[config.mk]
export PLATFORM = sky130hd
export DESIGN_NAME = hamd_decoder
export DESIGN_NICKNAME = d
export VERILOG_FILES = /design/src/rtl/hamd_pkg.sv /design/src/rtl/hamd_decoder.sv
export SDC_FILE = /design/constraint.sdc
export NUM_CORES = 1
export LEC_CHECK = 0
export CAP_MARGIN = 20
export CORE_MARGIN = 3
export CORE_UTILIZATION = 65
export DETAILED_ROUTE_END_ITERATION = 8
export DONT_BUFFER_PORTS = 1
export GPL_TIMING_DRIVEN = 0
export PLACE_DENSITY_LB_ADDON = 0.1
export SETUP_SLACK_MARGIN = 0.1
export SLEW_MARGIN = 20
export SYNTH_ARGS = -nofsm -noshare
export SYNTH_HDL_FRONTEND = slang
export SYNTH_SLANG_ARGS = --single-unit
[constraint.sdc]
create_clock -name SYS_CLK -period 6.2 [get_ports SYS_CLK]
set_input_delay 1.24 -clock SYS_CLK [delete_from_list [all_inputs] [get_ports SYS_CLK]]
set_output_delay 1.24 -clock SYS_CLK [all_outputs]
set_load 0.005 [all_outputs]
[src/rtl/hamd_pkg.sv]
package hamd_pkg;
  // Requesting source
  localparam logic [1:0] SRC_HOST = 2'h0;
  localparam logic [1:0] SRC_HUB = 2'h1;
  localparam logic [1:0] SRC_GFX = 2'h2;
  // Routing result
  typedef enum logic [2:0] {
    HAMD_TGT_DRAM,
    HAMD_TGT_HUB,
    HAMD_TGT_GFX,
    HAMD_TGT_TERM,
    HAMD_TGT_DROP
  } hamd_tgt_t;
  // Request transaction kinds
  localparam logic [1:0] KIND_READ = 2'h0;
  localparam logic [1:0] KIND_WRITE = 2'h1;
  localparam logic [1:0] KIND_WRBACK = 2'h2;
  // Legacy ranges (address bits 31:0, 33-bit requests carry bit 32 separately)
  localparam logic [31:0] DOS_TOP = 32'h0009ffff;
  localparam logic [31:0] VID_BASE = 32'h000a0000;
  localparam logic [31:0] VID_TOP = 32'h000bffff;
  localparam logic [31:0] MONO_BASE = 32'h000b0000;
  localparam logic [31:0] MONO_TOP = 32'h000b7fff;
  localparam logic [31:0] EXP_BASE = 32'h000c0000;
  localparam logic [31:0] EXT_BASE = 32'h000e0000;
  localparam logic [31:0] SYSB_BASE = 32'h000f0000;
  localparam logic [31:0] ONE_MB = 32'h00100000;
  localparam int SEG_SHIFT = 14;
  localparam int NUM_SEG = 13;
  localparam int SYSB_SEG = 12;
  localparam logic [25:0] SEG_RESET = 26'h0000000;
  // High SMM segment and remap target
  localparam logic [31:0] HIGH_SMRAM_SEGMENT_BASE = 32'hfeea0000;
  localparam logic [31:0] HIGH_SMRAM_SEGMENT_TOP = 32'hfeebffff;
  localparam logic [31:0] HIGH_SMRAM_SEGMENT_XOR = 32'hfee00000;
  // APIC and high BIOS
  localparam logic [31:0] IOAPIC_BASE = 32'hfec00000;
  localparam logic [31:0] APIC_GAP_BASE = 32'hfed00000;
  localparam logic [31:0] HBIOS_BASE = 32'hffe00000;
  // Monochrome I/O ports
  localparam logic [9:0] MONO_IO_0 = 10'h3b4;
  localparam logic [9:0] MONO_IO_1 = 10'h3b5;
  localparam logic [9:0] MONO_IO_2 = 10'h3b8;
  localparam logic [9:0] MONO_IO_3 = 10'h3b9;
  localparam logic [9:0] MONO_IO_4 = 10'h3ba;
  localparam logic [9:0] MONO_IO_5 = 10'h3bf;
  // Aperture size selects: 6 minus the select (6 for select 7) is the number of low base bits forced to zero
  localparam logic [2:0] AP_SZ_256M = 3'h0;
  localparam int AP_MIN_SHIFT = 22;
  localparam int AP_MAX_SHIFT = 28;
endpackage : hamd_pkg

[src/rtl/hamd_decoder.sv]
// Added by the designer: the placing of the registers and the strobed register port.
`timescale 1ns/1ps
module hamd_decoder (
  input wire logic SYS_CLK, // 40 MHz clock
  input wire logic RST_N, // Asynchronous reset, active low
  input wire logic CLK_EN, // Freezes all state when low
  input wire logic REG_WR, // Register write strobe
  input wire logic REG_RD, // Register read strobe
  input wire logic [3:0] REG_ADDR, // Register word index
  input wire logic [31:0] REG_WDATA, // Register write data
  output logic [31:0] REG_RDATA, // Register read data, cycle after strobe
  input wire logic REQ_VALID, // Access request strobe
  input wire logic [1:0] REQ_SRC, // Originating interface
  input wire logic [1:0] REQ_KIND, // Read, write or write-back
  input wire logic REQ_IO, // I/O cycle rather than memory
  input wire logic REQ_SMM, // Processor in management mode
  input wire logic [32:0] REQ_ADDR, // Access address, bit 32 above 4 GB
  output logic RSP_VALID, // Routing decision strobe
  output hamd_pkg::hamd_tgt_t RSP_TGT, // Selected destination
  output logic [31:0] RSP_ADDR, // Forwarded address, 32 bits only
  output logic RSP_ZERO_RD, // Read answered locally with zero data
  output logic RSP_ILLEGAL // Illegal VGA/mono enable combination
);
  // Register indices
  localparam logic [3:0] R_BRIDGE = 4'h0;
  localparam logic [3:0] R_SEG = 4'h1;
  localparam logic [3:0] R_TOM = 4'h2;
  localparam logic [3:0] R_SMM = 4'h3;
  localparam logic [3:0] R_NPWIN = 4'h4;
  localparam logic [3:0] R_PWIN = 4'h5;
  localparam logic [3:0] R_APER = 4'h6;
  localparam logic [3:0] R_STAT = 4'h7;

  logic vga_route_enable_q;
  logic mono_adapter_present_q;
  logic gfx_mem_en_q;
  logic fixed_hole_control_q;
  logic [25:0] seg_attr_q;
  logic [11:0] top_of_dram_q;
  logic [11:0] hole_base_q;
  logic smram_global_enable_q;
  logic smram_high_enable_q;
  logic top_segment_enable_q;
  logic [1:0] top_smram_segment_size_q;
  logic [11:0] nonpref_win_base_q;
  logic [11:0] nonpref_win_limit_q;
  logic [11:0] pref_win_base_q;
  logic [11:0] pref_win_limit_q;
  logic [9:0] aperture_base_addr_q;
  logic [2:0] aperture_size_sel_q;
  logic [15:0] route_cnt_q;
  logic [15:0] term_cnt_q;

  // Configuration registers
  always_ff @(posedge SYS_CLK or negedge RST_N) begin
    if (!RST_N) begin
      vga_route_enable_q <= 1'b0;
      mono_adapter_present_q <= 1'b0;
      gfx_mem_en_q <= 1'b0;
      fixed_hole_control_q <= 1'b0;
      seg_attr_q <= hamd_pkg::SEG_RESET;
      top_of_dram_q <= 12'h000;
      hole_base_q <= 12'h000;
      smram_global_enable_q <= 1'b0;
      smram_high_enable_q <= 1'b0;
      top_segment_enable_q <= 1'b0;
      top_smram_segment_size_q <= 2'h0;
      nonpref_win_base_q <= 12'h000;
      nonpref_win_limit_q <= 12'h000;
      pref_win_base_q <= 12'h000;
      pref_win_limit_q <= 12'h000;
      aperture_base_addr_q <= 10'h000;
      aperture_size_sel_q <= hamd_pkg::AP_SZ_256M;
    end else if (CLK_EN && REG_WR) begin
      case (REG_ADDR)
        R_BRIDGE: begin
          vga_route_enable_q <= REG_WDATA[0];
          mono_adapter_present_q <= REG_WDATA[1];
          gfx_mem_en_q <= REG_WDATA[2];
          fixed_hole_control_q <= REG_WDATA[3];
          hole_base_q <= REG_WDATA[31:20];
        end
        R_SEG: seg_attr_q <= REG_WDATA[25:0];
        R_TOM: top_of_dram_q <= REG_WDATA[31:20];
        R_SMM: begin
          smram_global_enable_q <= REG_WDATA[0];
          smram_high_enable_q <= REG_WDATA[1];
          top_segment_enable_q <= REG_WDATA[2];
          top_smram_segment_size_q <= REG_WDATA[5:4];
        end
        R_NPWIN: begin
          nonpref_win_base_q <= REG_WDATA[15:4];
          nonpref_win_limit_q <= REG_WDATA[31:20];
        end
        R_PWIN: begin
          pref_win_base_q <= REG_WDATA[15:4];
          pref_win_limit_q <= REG_WDATA[31:20];
        end
        R_APER: begin
          aperture_base_addr_q <= REG_WDATA[31:22];
          aperture_size_sel_q <= REG_WDATA[2:0];
        end
        default: ;
      endcase
    end
  end

  // Aperture base with bits below the selected size forced to zero
  logic [4:0] ap_shift;
  logic [9:0] ap_mask;
  logic [9:0] ap_base_eff;
  always_comb begin
    ap_shift = (aperture_size_sel_q > 3'h6) ? 5'd6 : 5'(3'h6 - aperture_size_sel_q);
    ap_mask = 10'h3ff << ap_shift;
    ap_base_eff = aperture_base_addr_q & ap_mask;
  end

  // Decode of the current request
  logic [31:0] a;
  logic is_host;
  logic is_wr;
  logic smm_c_en;
  logic smm_h_en;
  logic smm_t_en;
  logic [31:0] tom_addr;
  logic [31:0] top_smram_segment_base;
  logic in_vid;
  logic in_mono;
  logic in_high_smram_segment;
  logic in_top_smram_segment;
  logic in_np;
  logic in_pf;
  logic in_ap;
  logic in_hole;
  logic mono_io;
  logic [3:0] seg_idx;
  logic seg_rd;
  logic seg_wr;
  logic [20:0] top_smram_segment_len;
  hamd_pkg::hamd_tgt_t vid_tgt;
  hamd_pkg::hamd_tgt_t tgt_d;
  logic [31:0] addr_d;

  always_comb begin
    a = REQ_ADDR[31:0];
    is_host = (REQ_SRC == hamd_pkg::SRC_HOST);
    is_wr = (REQ_KIND != hamd_pkg::KIND_READ);
    smm_c_en = smram_global_enable_q && !smram_high_enable_q;
    smm_h_en = smram_global_enable_q && smram_high_enable_q;
    smm_t_en = smram_global_enable_q && top_segment_enable_q;
    tom_addr = {top_of_dram_q, 20'h00000};
    // 21 bits so that the 1 MB setting does not wrap to zero
    top_smram_segment_len = 21'h020000 << top_smram_segment_size_q;
    top_smram_segment_base = tom_addr - {11'h000, top_smram_segment_len};
    in_vid = (a >= hamd_pkg::VID_BASE) && (a <= hamd_pkg::VID_TOP);
    in_mono = (a >= hamd_pkg::MONO_BASE) && (a <= hamd_pkg::MONO_TOP);
    in_high_smram_segment = (a >= hamd_pkg::HIGH_SMRAM_SEGMENT_BASE) && (a <= hamd_pkg::HIGH_SMRAM_SEGMENT_TOP);
    in_top_smram_segment = (a >= top_smram_segment_base) && (a < tom_addr);
    in_np = (a[31:20] >= nonpref_win_base_q) && (a[31:20] <= nonpref_win_limit_q);
    in_pf = (a[31:20] >= pref_win_base_q) && (a[31:20] <= pref_win_limit_q);
    in_ap = ((a[31:22] & ap_mask) == ap_base_eff);
    in_hole = fixed_hole_control_q && (a[31:20] == hole_base_q);
    mono_io = (a[9:0] == hamd_pkg::MONO_IO_0) || (a[9:0] == hamd_pkg::MONO_IO_1) ||
              (a[9:0] == hamd_pkg::MONO_IO_2) || (a[9:0] == hamd_pkg::MONO_IO_3) ||
              (a[9:0] == hamd_pkg::MONO_IO_4) || (a[9:0] == hamd_pkg::MONO_IO_5);
    seg_idx = 4'(a[19:14] - 6'h30);
    if (a >= hamd_pkg::SYSB_BASE) begin
      seg_idx = 4'(hamd_pkg::SYSB_SEG);
    end
    seg_rd = seg_attr_q[{seg_idx, 1'b0}];
    seg_wr = seg_attr_q[{seg_idx, 1'b1}];
    // Video path: graphics port only with VGA routing and memory enable
    vid_tgt = hamd_pkg::HAMD_TGT_HUB;
    if (vga_route_enable_q && gfx_mem_en_q) begin
      vid_tgt = hamd_pkg::HAMD_TGT_GFX;
    end
    if (in_mono && mono_adapter_present_q) begin
      vid_tgt = hamd_pkg::HAMD_TGT_HUB;
    end
    if (REQ_SRC == hamd_pkg::SRC_GFX && vid_tgt == hamd_pkg::HAMD_TGT_GFX) begin
      vid_tgt = hamd_pkg::HAMD_TGT_DROP;
    end
    if (REQ_SRC == hamd_pkg::SRC_HUB && vid_tgt == hamd_pkg::HAMD_TGT_GFX &&
        REQ_KIND != hamd_pkg::KIND_WRITE) begin
      vid_tgt = hamd_pkg::HAMD_TGT_DROP;
    end
    addr_d = a;
    // Priority chain, highest first
    if (REQ_ADDR[32]) begin
      tgt_d = hamd_pkg::HAMD_TGT_TERM;
      addr_d = 32'h00000000;
    end else if (REQ_IO) begin
      if (mono_adapter_present_q && vga_route_enable_q && mono_io) begin
        tgt_d = hamd_pkg::HAMD_TGT_HUB;
      end else if (vga_route_enable_q && gfx_mem_en_q && (a[9:2] != 8'hef) &&
                   (a[9:4] == 6'h3b || a[9:5] == 5'h1e)) begin
        tgt_d = hamd_pkg::HAMD_TGT_GFX;
      end else begin
        tgt_d = hamd_pkg::HAMD_TGT_HUB;
      end
    end else if (is_host && smm_h_en && in_high_smram_segment &&
                 (REQ_SMM || REQ_KIND == hamd_pkg::KIND_WRBACK)) begin
      tgt_d = hamd_pkg::HAMD_TGT_DRAM;
      addr_d = a ^ hamd_pkg::HIGH_SMRAM_SEGMENT_XOR;
    end else if (is_host && smm_t_en && in_top_smram_segment &&
                 (REQ_SMM || REQ_KIND == hamd_pkg::KIND_WRBACK)) begin
      tgt_d = hamd_pkg::HAMD_TGT_DRAM;
    end else if (is_host && ((smm_h_en && in_high_smram_segment) || (smm_t_en && in_top_smram_segment))) begin
      tgt_d = hamd_pkg::HAMD_TGT_TERM;
    end else if (is_host && REQ_SMM && smm_c_en && in_vid) begin
      tgt_d = hamd_pkg::HAMD_TGT_DRAM;
    end else if (a <= hamd_pkg::DOS_TOP) begin
      tgt_d = hamd_pkg::HAMD_TGT_DRAM;
    end else if (in_vid) begin
      tgt_d = vid_tgt;
    end else if (a < hamd_pkg::ONE_MB) begin
      tgt_d = (is_wr ? seg_wr : seg_rd) ? hamd_pkg::HAMD_TGT_DRAM
                                        : hamd_pkg::HAMD_TGT_HUB;
    end else if (a >= hamd_pkg::IOAPIC_BASE) begin
      tgt_d = hamd_pkg::HAMD_TGT_HUB;
    end else if (a < tom_addr) begin
      tgt_d = in_hole ? hamd_pkg::HAMD_TGT_HUB : hamd_pkg::HAMD_TGT_DRAM;
    end else if (gfx_mem_en_q && (in_np || in_pf) && REQ_SRC != hamd_pkg::SRC_GFX) begin
      tgt_d = hamd_pkg::HAMD_TGT_GFX;
    end else if (in_ap) begin
      tgt_d = hamd_pkg::HAMD_TGT_DRAM;
    end else begin
      tgt_d = hamd_pkg::HAMD_TGT_HUB;
    end
  end

  // Routing answer, one cycle after the request
  always_ff @(posedge SYS_CLK or negedge RST_N) begin
    if (!RST_N) begin
      RSP_VALID <= 1'b0;
      RSP_TGT <= hamd_pkg::HAMD_TGT_HUB;
      RSP_ADDR <= 32'h00000000;
      RSP_ZERO_RD <= 1'b0;
    end else if (CLK_EN) begin
      RSP_VALID <= REQ_VALID;
      if (REQ_VALID) begin
        RSP_TGT <= tgt_d;
        RSP_ADDR <= addr_d;
        RSP_ZERO_RD <= REQ_ADDR[32] && !is_wr;
      end
    end
  end

  always_ff @(posedge SYS_CLK or negedge RST_N) begin
    if (!RST_N) begin
      RSP_ILLEGAL <= 1'b0;
    end else if (CLK_EN) begin
      RSP_ILLEGAL <= mono_adapter_present_q && !vga_route_enable_q;
    end
  end

  // Activity counters
  always_ff @(posedge SYS_CLK or negedge RST_N) begin
    if (!RST_N) begin
      route_cnt_q <= 16'h0000;
      term_cnt_q <= 16'h0000;
    end else if (CLK_EN && REQ_VALID) begin
      route_cnt_q <= route_cnt_q + 16'h0001;
      if (tgt_d == hamd_pkg::HAMD_TGT_TERM) begin
        term_cnt_q <= term_cnt_q + 16'h0001;
      end
    end
  end

  // Register read port
  always_ff @(posedge SYS_CLK or negedge RST_N) begin
    if (!RST_N) begin
      REG_RDATA <= 32'h00000000;
    end else if (CLK_EN) begin
      REG_RDATA <= 32'h00000000;
      if (REG_RD) begin
        case (REG_ADDR)
          R_BRIDGE: REG_RDATA <= {hole_base_q, 16'h0000, fixed_hole_control_q, gfx_mem_en_q,
                                  mono_adapter_present_q, vga_route_enable_q};
          R_SEG: REG_RDATA <= {6'h00, seg_attr_q};
          R_TOM: REG_RDATA <= {top_of_dram_q, 20'h00000};
          R_SMM: REG_RDATA <= {26'h0000000, top_smram_segment_size_q, 1'b0, top_segment_enable_q,
                               smram_high_enable_q, smram_global_enable_q};
          R_NPWIN: REG_RDATA <= {nonpref_win_limit_q, 4'h0, nonpref_win_base_q, 4'h0};
          R_PWIN: REG_RDATA <= {pref_win_limit_q, 4'h0, pref_win_base_q, 4'h0};
          R_APER: REG_RDATA <= {ap_base_eff, 19'h00000, aperture_size_sel_q};
          R_STAT: REG_RDATA <= {term_cnt_q, route_cnt_q};
          default: REG_RDATA <= 32'h00000000;
        endcase
      end
    end
  end
endmodule : hamd_decoder

# After elaboration in Yosys (flattened, before gate mapping)
# Index checks and enable logic that the tools add are counted.
# word_totals
reg_bits	222
in_bits	81
word_cells	174
# op_classes
n_addsub	5
magnitude_cmp	19
n_eq_ne	26
shifts	2
muxes	33
bitwise_logic	3
reduce_logical	61
# ops
operator	count
32-bit case mux with 8 select lines	1
32-bit 2-to-1 mux	4
32-bit by 20-bit >= comparator with 1-bit output, second input constant	3
32-bit by 20-bit <= comparator with 1-bit output, second input constant	3
32-bit >= comparator, second input constant	2
10-bit equality test, second input constant	6
1-bit logical AND	37
3-bit 2-to-1 mux	11
16-bit by 1-bit adder with 16-bit output, second input constant	2
32-bit >= comparator	1
32-bit <= comparator, second input constant	1
32-bit by 21-bit < comparator with 1-bit output, second input constant	1
32-bit < comparator	1
32-bit by 21-bit subtractor with 32-bit output	1
12-bit >= comparator	2
12-bit <= comparator	2
18-bit by 2-bit left shift with 21-bit output, first input constant	1
10-bit bitwise AND	2
2-bit AND reduction	9
4-bit by 3-bit equality test with 1-bit output, second input constant	4
2-bit 2-to-1 mux	7
12-bit equality test	1
5-bit by 6-bit < comparator with 1-bit output, second input constant	2
10-bit equality test	1
24 further kinds	44

# Longest topological paths before layout
# depth
depth_word	21
depth_mapped	21
ltp_nobuf	20

# Least setup slack after synthesis
# OpenSTA, ideal clock, no wires.
# synth_path
path_type	reg-to-reg
startpoint	register top_smram_segment_size_q[0]
endpoint	register term_cnt_q[1]
setup_time_ns	0.125
arrival_ns	3.683
t_required_ns	6.075
path_slack_ns	2.392
stages_incl_launch_ff	20
n_path_buf	0
synth_period_minus_slack_ns	3.808
path_cell_list	dfrtp_1 > ha_1 > inv_1 > ha_1 > nand3b_1 > nand2_1 > nor3_1 > nand2_1 > nor4_1 > xnor2_1 > ha_1 > a21oi_1 > o21ai_0 > a21oi_1 > o41ai_2 > and4_1 > mux2_1 > o31a_2 > nand2_2 > mux2_4
# synth_between
elab_chain_len	14
word_cells_on_any_way	16
# synth_rtl
item	line	text
start: declaration	hamd_decoder.sv:44	logic [1:0] top_smram_segment_size_q;
start signal: assignment	hamd_decoder.sv:89	top_smram_segment_size_q <= REG_WDATA[5:4];
18-bit by 2-bit left shift with 21-bit output (*)	hamd_decoder.sv:153	top_smram_segment_len = 21'h020000 << top_smram_segment_size_q;
32-bit by 21-bit subtractor with 32-bit output (*)	hamd_decoder.sv:154	top_smram_segment_base = tom_addr - {11'h000, top_smram_segment_len};
32-bit >= comparator (*)	hamd_decoder.sv:158	in_top_smram_segment = (a >= top_smram_segment_base) && (a < tom_addr);
1-bit logical AND (*)	hamd_decoder.sv:158	
1-bit logical AND	hamd_decoder.sv:208	end else if (is_host && ((smm_h_en && in_high_smram_segment) || (smm_t_en && in_top_smram_segment))) begin
1-bit logical OR	hamd_decoder.sv:208	
1-bit logical AND	hamd_decoder.sv:208	
3-bit 2-to-1 mux	hamd_decoder.sv:208	
3-bit 2-to-1 mux (*)	hamd_decoder.sv:205	end else if (is_host && smm_t_en && in_top_smram_segment &&
3-bit 2-to-1 mux (*)	hamd_decoder.sv:201	end else if (is_host && smm_h_en && in_high_smram_segment &&
3-bit 2-to-1 mux (*)	hamd_decoder.sv:192	end else if (REQ_IO) begin
3-bit 2-to-1 mux (*)	hamd_decoder.sv:189	if (REQ_ADDR[32]) begin
3-bit by 2-bit equality test with 1-bit output (*)	hamd_decoder.sv:264	if (tgt_d == hamd_pkg::HAMD_TGT_TERM) begin
2-bit AND reduction (no source line) (*)	n/a	
end signal: assignment	hamd_decoder.sv:265	term_cnt_q <= term_cnt_q + 16'h0001;
end: declaration	hamd_decoder.sv:52	logic [15:0] term_cnt_q;
# Every way passes the cells marked *; elsewhere a longest branch is shown, timed or not.
# A chain may end at the register's enable or synchronous reset.

# Worst setup path after layout
# Same ends and word-level chain as after synthesis.

==> summary.md <==
| Metric | Value |
|---|---|
| Status | `finished, final reports clean` |
| Residual DRC count | `0` |
| Post-detail-place hpwl | `28.4 mm` |
| Grt ovf | `0` |
| Synth warnings | `0` |
| Asr flop ratio synth | `1.00` |
| Synthesized area | `0.0126 mm²` |
| Footprint of the multi-input gates | `0.00635 mm²` |
| Arr. time, crit path | `4.94 ns` |
| First-pass iteration count of the detailed router | `6` |
| DIE WIDTH | `145 µm` |
| Layout cells sized above 1 | `0.106` |
| Critical path required time | `6.60 ns` |
| Vias in the first global route | `10,555` |
| CTS sink count | `222` |
| GPL Wtd Cong | `0.953` |
| CTS tree | `yes` |
| Resized cells post-CTS | `0` |
| Synthesized instance count | `1,270` |
| Setup TNS | `0 ns` |
| CTS Buffer Depth | `3` |
| Synthesis-to-layout area growth | `9.66%` |
| Worst slew pin tran | `0.930 ns` |
| Leading cell type in the layout, fill and taps excluded | `dfrtp_1` |
| Clock Latency Late Sink | `0.52 ns` |
| Max Cap Viol | `0` |
| RSZ-0062 raised after global routing | `no` |
| PD cells | `317 mW/mm²` |
| Root Buffer | `clkbuf_16` |
| Vias post-DR | `10,456` |
| Syn Nets | `1,438` |
| Crit start category | `flip-flop` |
| First-pass GRT wire length | `59.5 mm` |
| Critical-path cell list | `ha_1 -> inv_1 -> ha_1 -> nand3b_1 -> nand2_1 -> nor3_1 -> nand2_1 -> nor4_1 -> xnor2_1 -> ha_1 -> nand2_1 -> o41ai_2 -> and4_1 -> mux2_1 -> o31a_2 -> nand2_2 -> mux2_4` |
| PortBufs | `0` |
| CP Capture Type | `flip-flop` |
| WL/cell | `24.4 µm` |
| Fmax | `0.220 GHz` |
| M1 GR Usage | `0.482` |
| CP max FO | `7` |
| Leakage power total | `6.15 nW` |
| Tcrit/Tclk final | `0.733` |
| Synth unique cells | `72` |
| Final Hold Violating Endpoints | `0` |
| Worst hold path type | `input pin to asynchronous set/reset pin` |
| Met3 Use GR | `0.0965` |
| Postcts setup bufs | `0` |
| Clock slew at reported path FFs | `0.06 ns` |
| CTS buffer count | `24` |
| Post-synthesis sequential area ratio | `0.442` |
| Met2 usage | `0.563` |
| Largest net degree at the start of global routing | `223` |
| Final non-filler cell area | `0.0138 mm²` |
| Crit Path Category | `flip-flop to flip-flop` |
| Peak supply drop | `0.276 mV` |
| Post-layout min period | `4.54 ns` |
| DRT iter0 DRCs | `1,315` |
| Gr usage total | `0.360` |
| ANT cells | `0` |
| R2r setup slk | `1.66 ns` |
| Die area | `0.0210 mm²` |
| WL final | `38.4 mm` |
| Max-slew headroom | `0.375` |
| Syn avg cell area | `9.90 µm²` |
| CP max stage cell | `o41ai_2` |
| Worst clock skew | `0.0165 ns` |
| Top FF cell, synth | `dfrtp_1` |
| Vias/cell | `6.64` |
| Io pins | `151` |
| Die height | `145 µm` |
| CTS H-tree depth | `1` |
| Nets@finish | `1,465` |
| Worst reg2reg path startpoint | `top_smram_segment_size_q[0]` |
| Max incr delay on CP | `0.57 ns` |
| Row count | `50` |
| Fillers | `1,395` |
| Initial core utilization | `0.668` |
| Most frequent cells in the layout | `dfrtp_1, nand2_1, o21ai_0, inv_1, ha_1` |
| GRT busiest layer | `met2` |
| Dpl cell area | `0.0129 mm²` |
| Seq cells post-synth | `222` |
| Hold buffer count at cts | `0` |
| Final Setup Violations | `0` |
| Register Area | `0.00556 mm²` |
| Reg2reg end | `term_cnt_q[1]` |
| Worst Reg-to-Reg Cells | `17` |
| Number of flops mapped to enable cells by yosys | `0` |
| Core area | `0.0188 mm²` |
| Initial antenna violation count | `0` |
| Post-route ant nets | `0` |
| Fin. max-slew vios | `0` |
## how the worst max path moves through the flow
stage,startpoint,to,slack [ns]
2_1_floorplan,top_smram_segment_size_q[0],term_cnt_q[1],2.39
3_3_place_gp,top_smram_segment_size_q[0],term_cnt_q[1],1.80
3_5_place_dp,top_smram_segment_size_q[0],term_cnt_q[1],1.72
4_1_cts,top_smram_segment_size_q[0],term_cnt_q[1],1.71
5_1_grt,top_smram_segment_size_q[0],term_cnt_q[1],1.41
6_report,top_smram_segment_size_q[0],term_cnt_q[1],1.66
## synthesized netlist by cell type (4+ instances only)
cell / n / share of area
and3_1: 24 / 0.012
dfrtp_1: 221 / 0.44
a31oi_1: 7 / 0.0035
a222oi_1: 7 / 0.0056
a21o_1: 14 / 0.0084
xor2_1: 23 / 0.016
ha_1: 87 / 0.087
nor2b_1: 9 / 0.0045
buf_2: 9 / 0.0036
mux2_1: 9 / 0.0081
xnor2_1: 39 / 0.027
nand4_1: 26 / 0.013
mux2i_1: 8 / 0.0064
nand2b_1: 6 / 0.0030
nor3_1: 16 / 0.0064
a221oi_1: 17 / 0.012
a211oi_1: 8 / 0.0048
nand2_1: 141 / 0.042
o211ai_1: 7 / 0.0042
clkbuf_1: 49 / 0.015
inv_1: 108 / 0.032
mux2_2: 55 / 0.049
nor2_1: 33 / 0.0099
nand3b_1: 4 / 0.0024
a22oi_1: 25 / 0.015
a21oi_1: 37 / 0.015
o31ai_1: 9 / 0.0054
nand3_2: 11 / 0.0088
o21ai_0: 110 / 0.044
a22o_1: 25 / 0.017
nand3_1: 30 / 0.012
o22ai_1: 28 / 0.014
nor4_1: 10 / 0.0050
## kinds of logic (layout without fill, tap and decap cells)
family                     count (synthesis)  count (layout)  share of synthesized area
AOI/OAI and AO/OA                        321             321                      0.169
xor gates and xnor gates                  62              62                     0.0432
adders and majority gates                 87              87                     0.0866
buffers and inverters                    171             215                     0.0538
DFF                                      222             222                      0.442
muxes                                     75              75                     0.0685
and+or+nand+nor                          332             332                      0.136
## per-stage QoR
stage          utilization  hold slack (ns)  setup WS [ns]  total power, mW  instances
3_3_place_gp         0.685            0.464           1.80             2.74       1530
5_1_grt              0.732            0.403           1.41             4.58       1574
4_1_cts              0.732            0.407           1.71             4.35       1574
6_report             0.732            0.420           1.66             4.37       1574
3_5_place_dp         0.686            0.474           1.72             2.79       1531
2_1_floorplan            -            0.444           2.39             2.50       1270
## layout make-up
cell class	count	area share
Clock inverter	13	0.0138
Clock buffer	30	0.0489
Tap cell	260	0.0236
Inverter	108	0.0294
Timing Repair Buffer	1	0.000545
Buffer	63	0.0196
Sequential cell	222	0.403
Multi-Input combinational cell	877	0.461
## flip-flops by register name, summed over array words and instances (netlist names), 2 cells and up
register,count
nonpref_win_base_q,12
seg_attr_q,26
term_cnt_q,16
route_cnt_q,16
top_smram_segment_size_q,2
nonpref_win_limit_q,12
aperture_size_sel_q,3
aperture_base_addr_q,10
pref_win_limit_q,12
pref_win_base_q,12
RSP_TGT,3
hole_base_q,12
REG_RDATA,32
top_of_dram_q,12
RSP_ADDR,32
## critical path: cells and delay by family (launching register included)
kind,cells,cell delay (ns)
DFF,1,0.43
buffers and inverters,1,0.06
muxes,2,0.63
adders and majority gates,3,0.81
AOI/OAI and AO/OA,2,0.94
and+or+nand+nor,8,1.46
xor gates and xnor gates,1,0.11
## power breakdown
group	switching, mW	total, mW	internal [mW]	leakage [nW]
sequential	0.254	1.94	1.68	2.81
combinational	0.476	0.866	0.390	2.90
clock	0.595	1.57	0.976	0.434
## routing by layer
metal  vias up  part of all wire
met5         -                 0
met4         0             0.043
met3       108              0.11
met2       573              0.45
met1      5155              0.40
li1       4620                 -
Power figures use the tool's default switching activity.
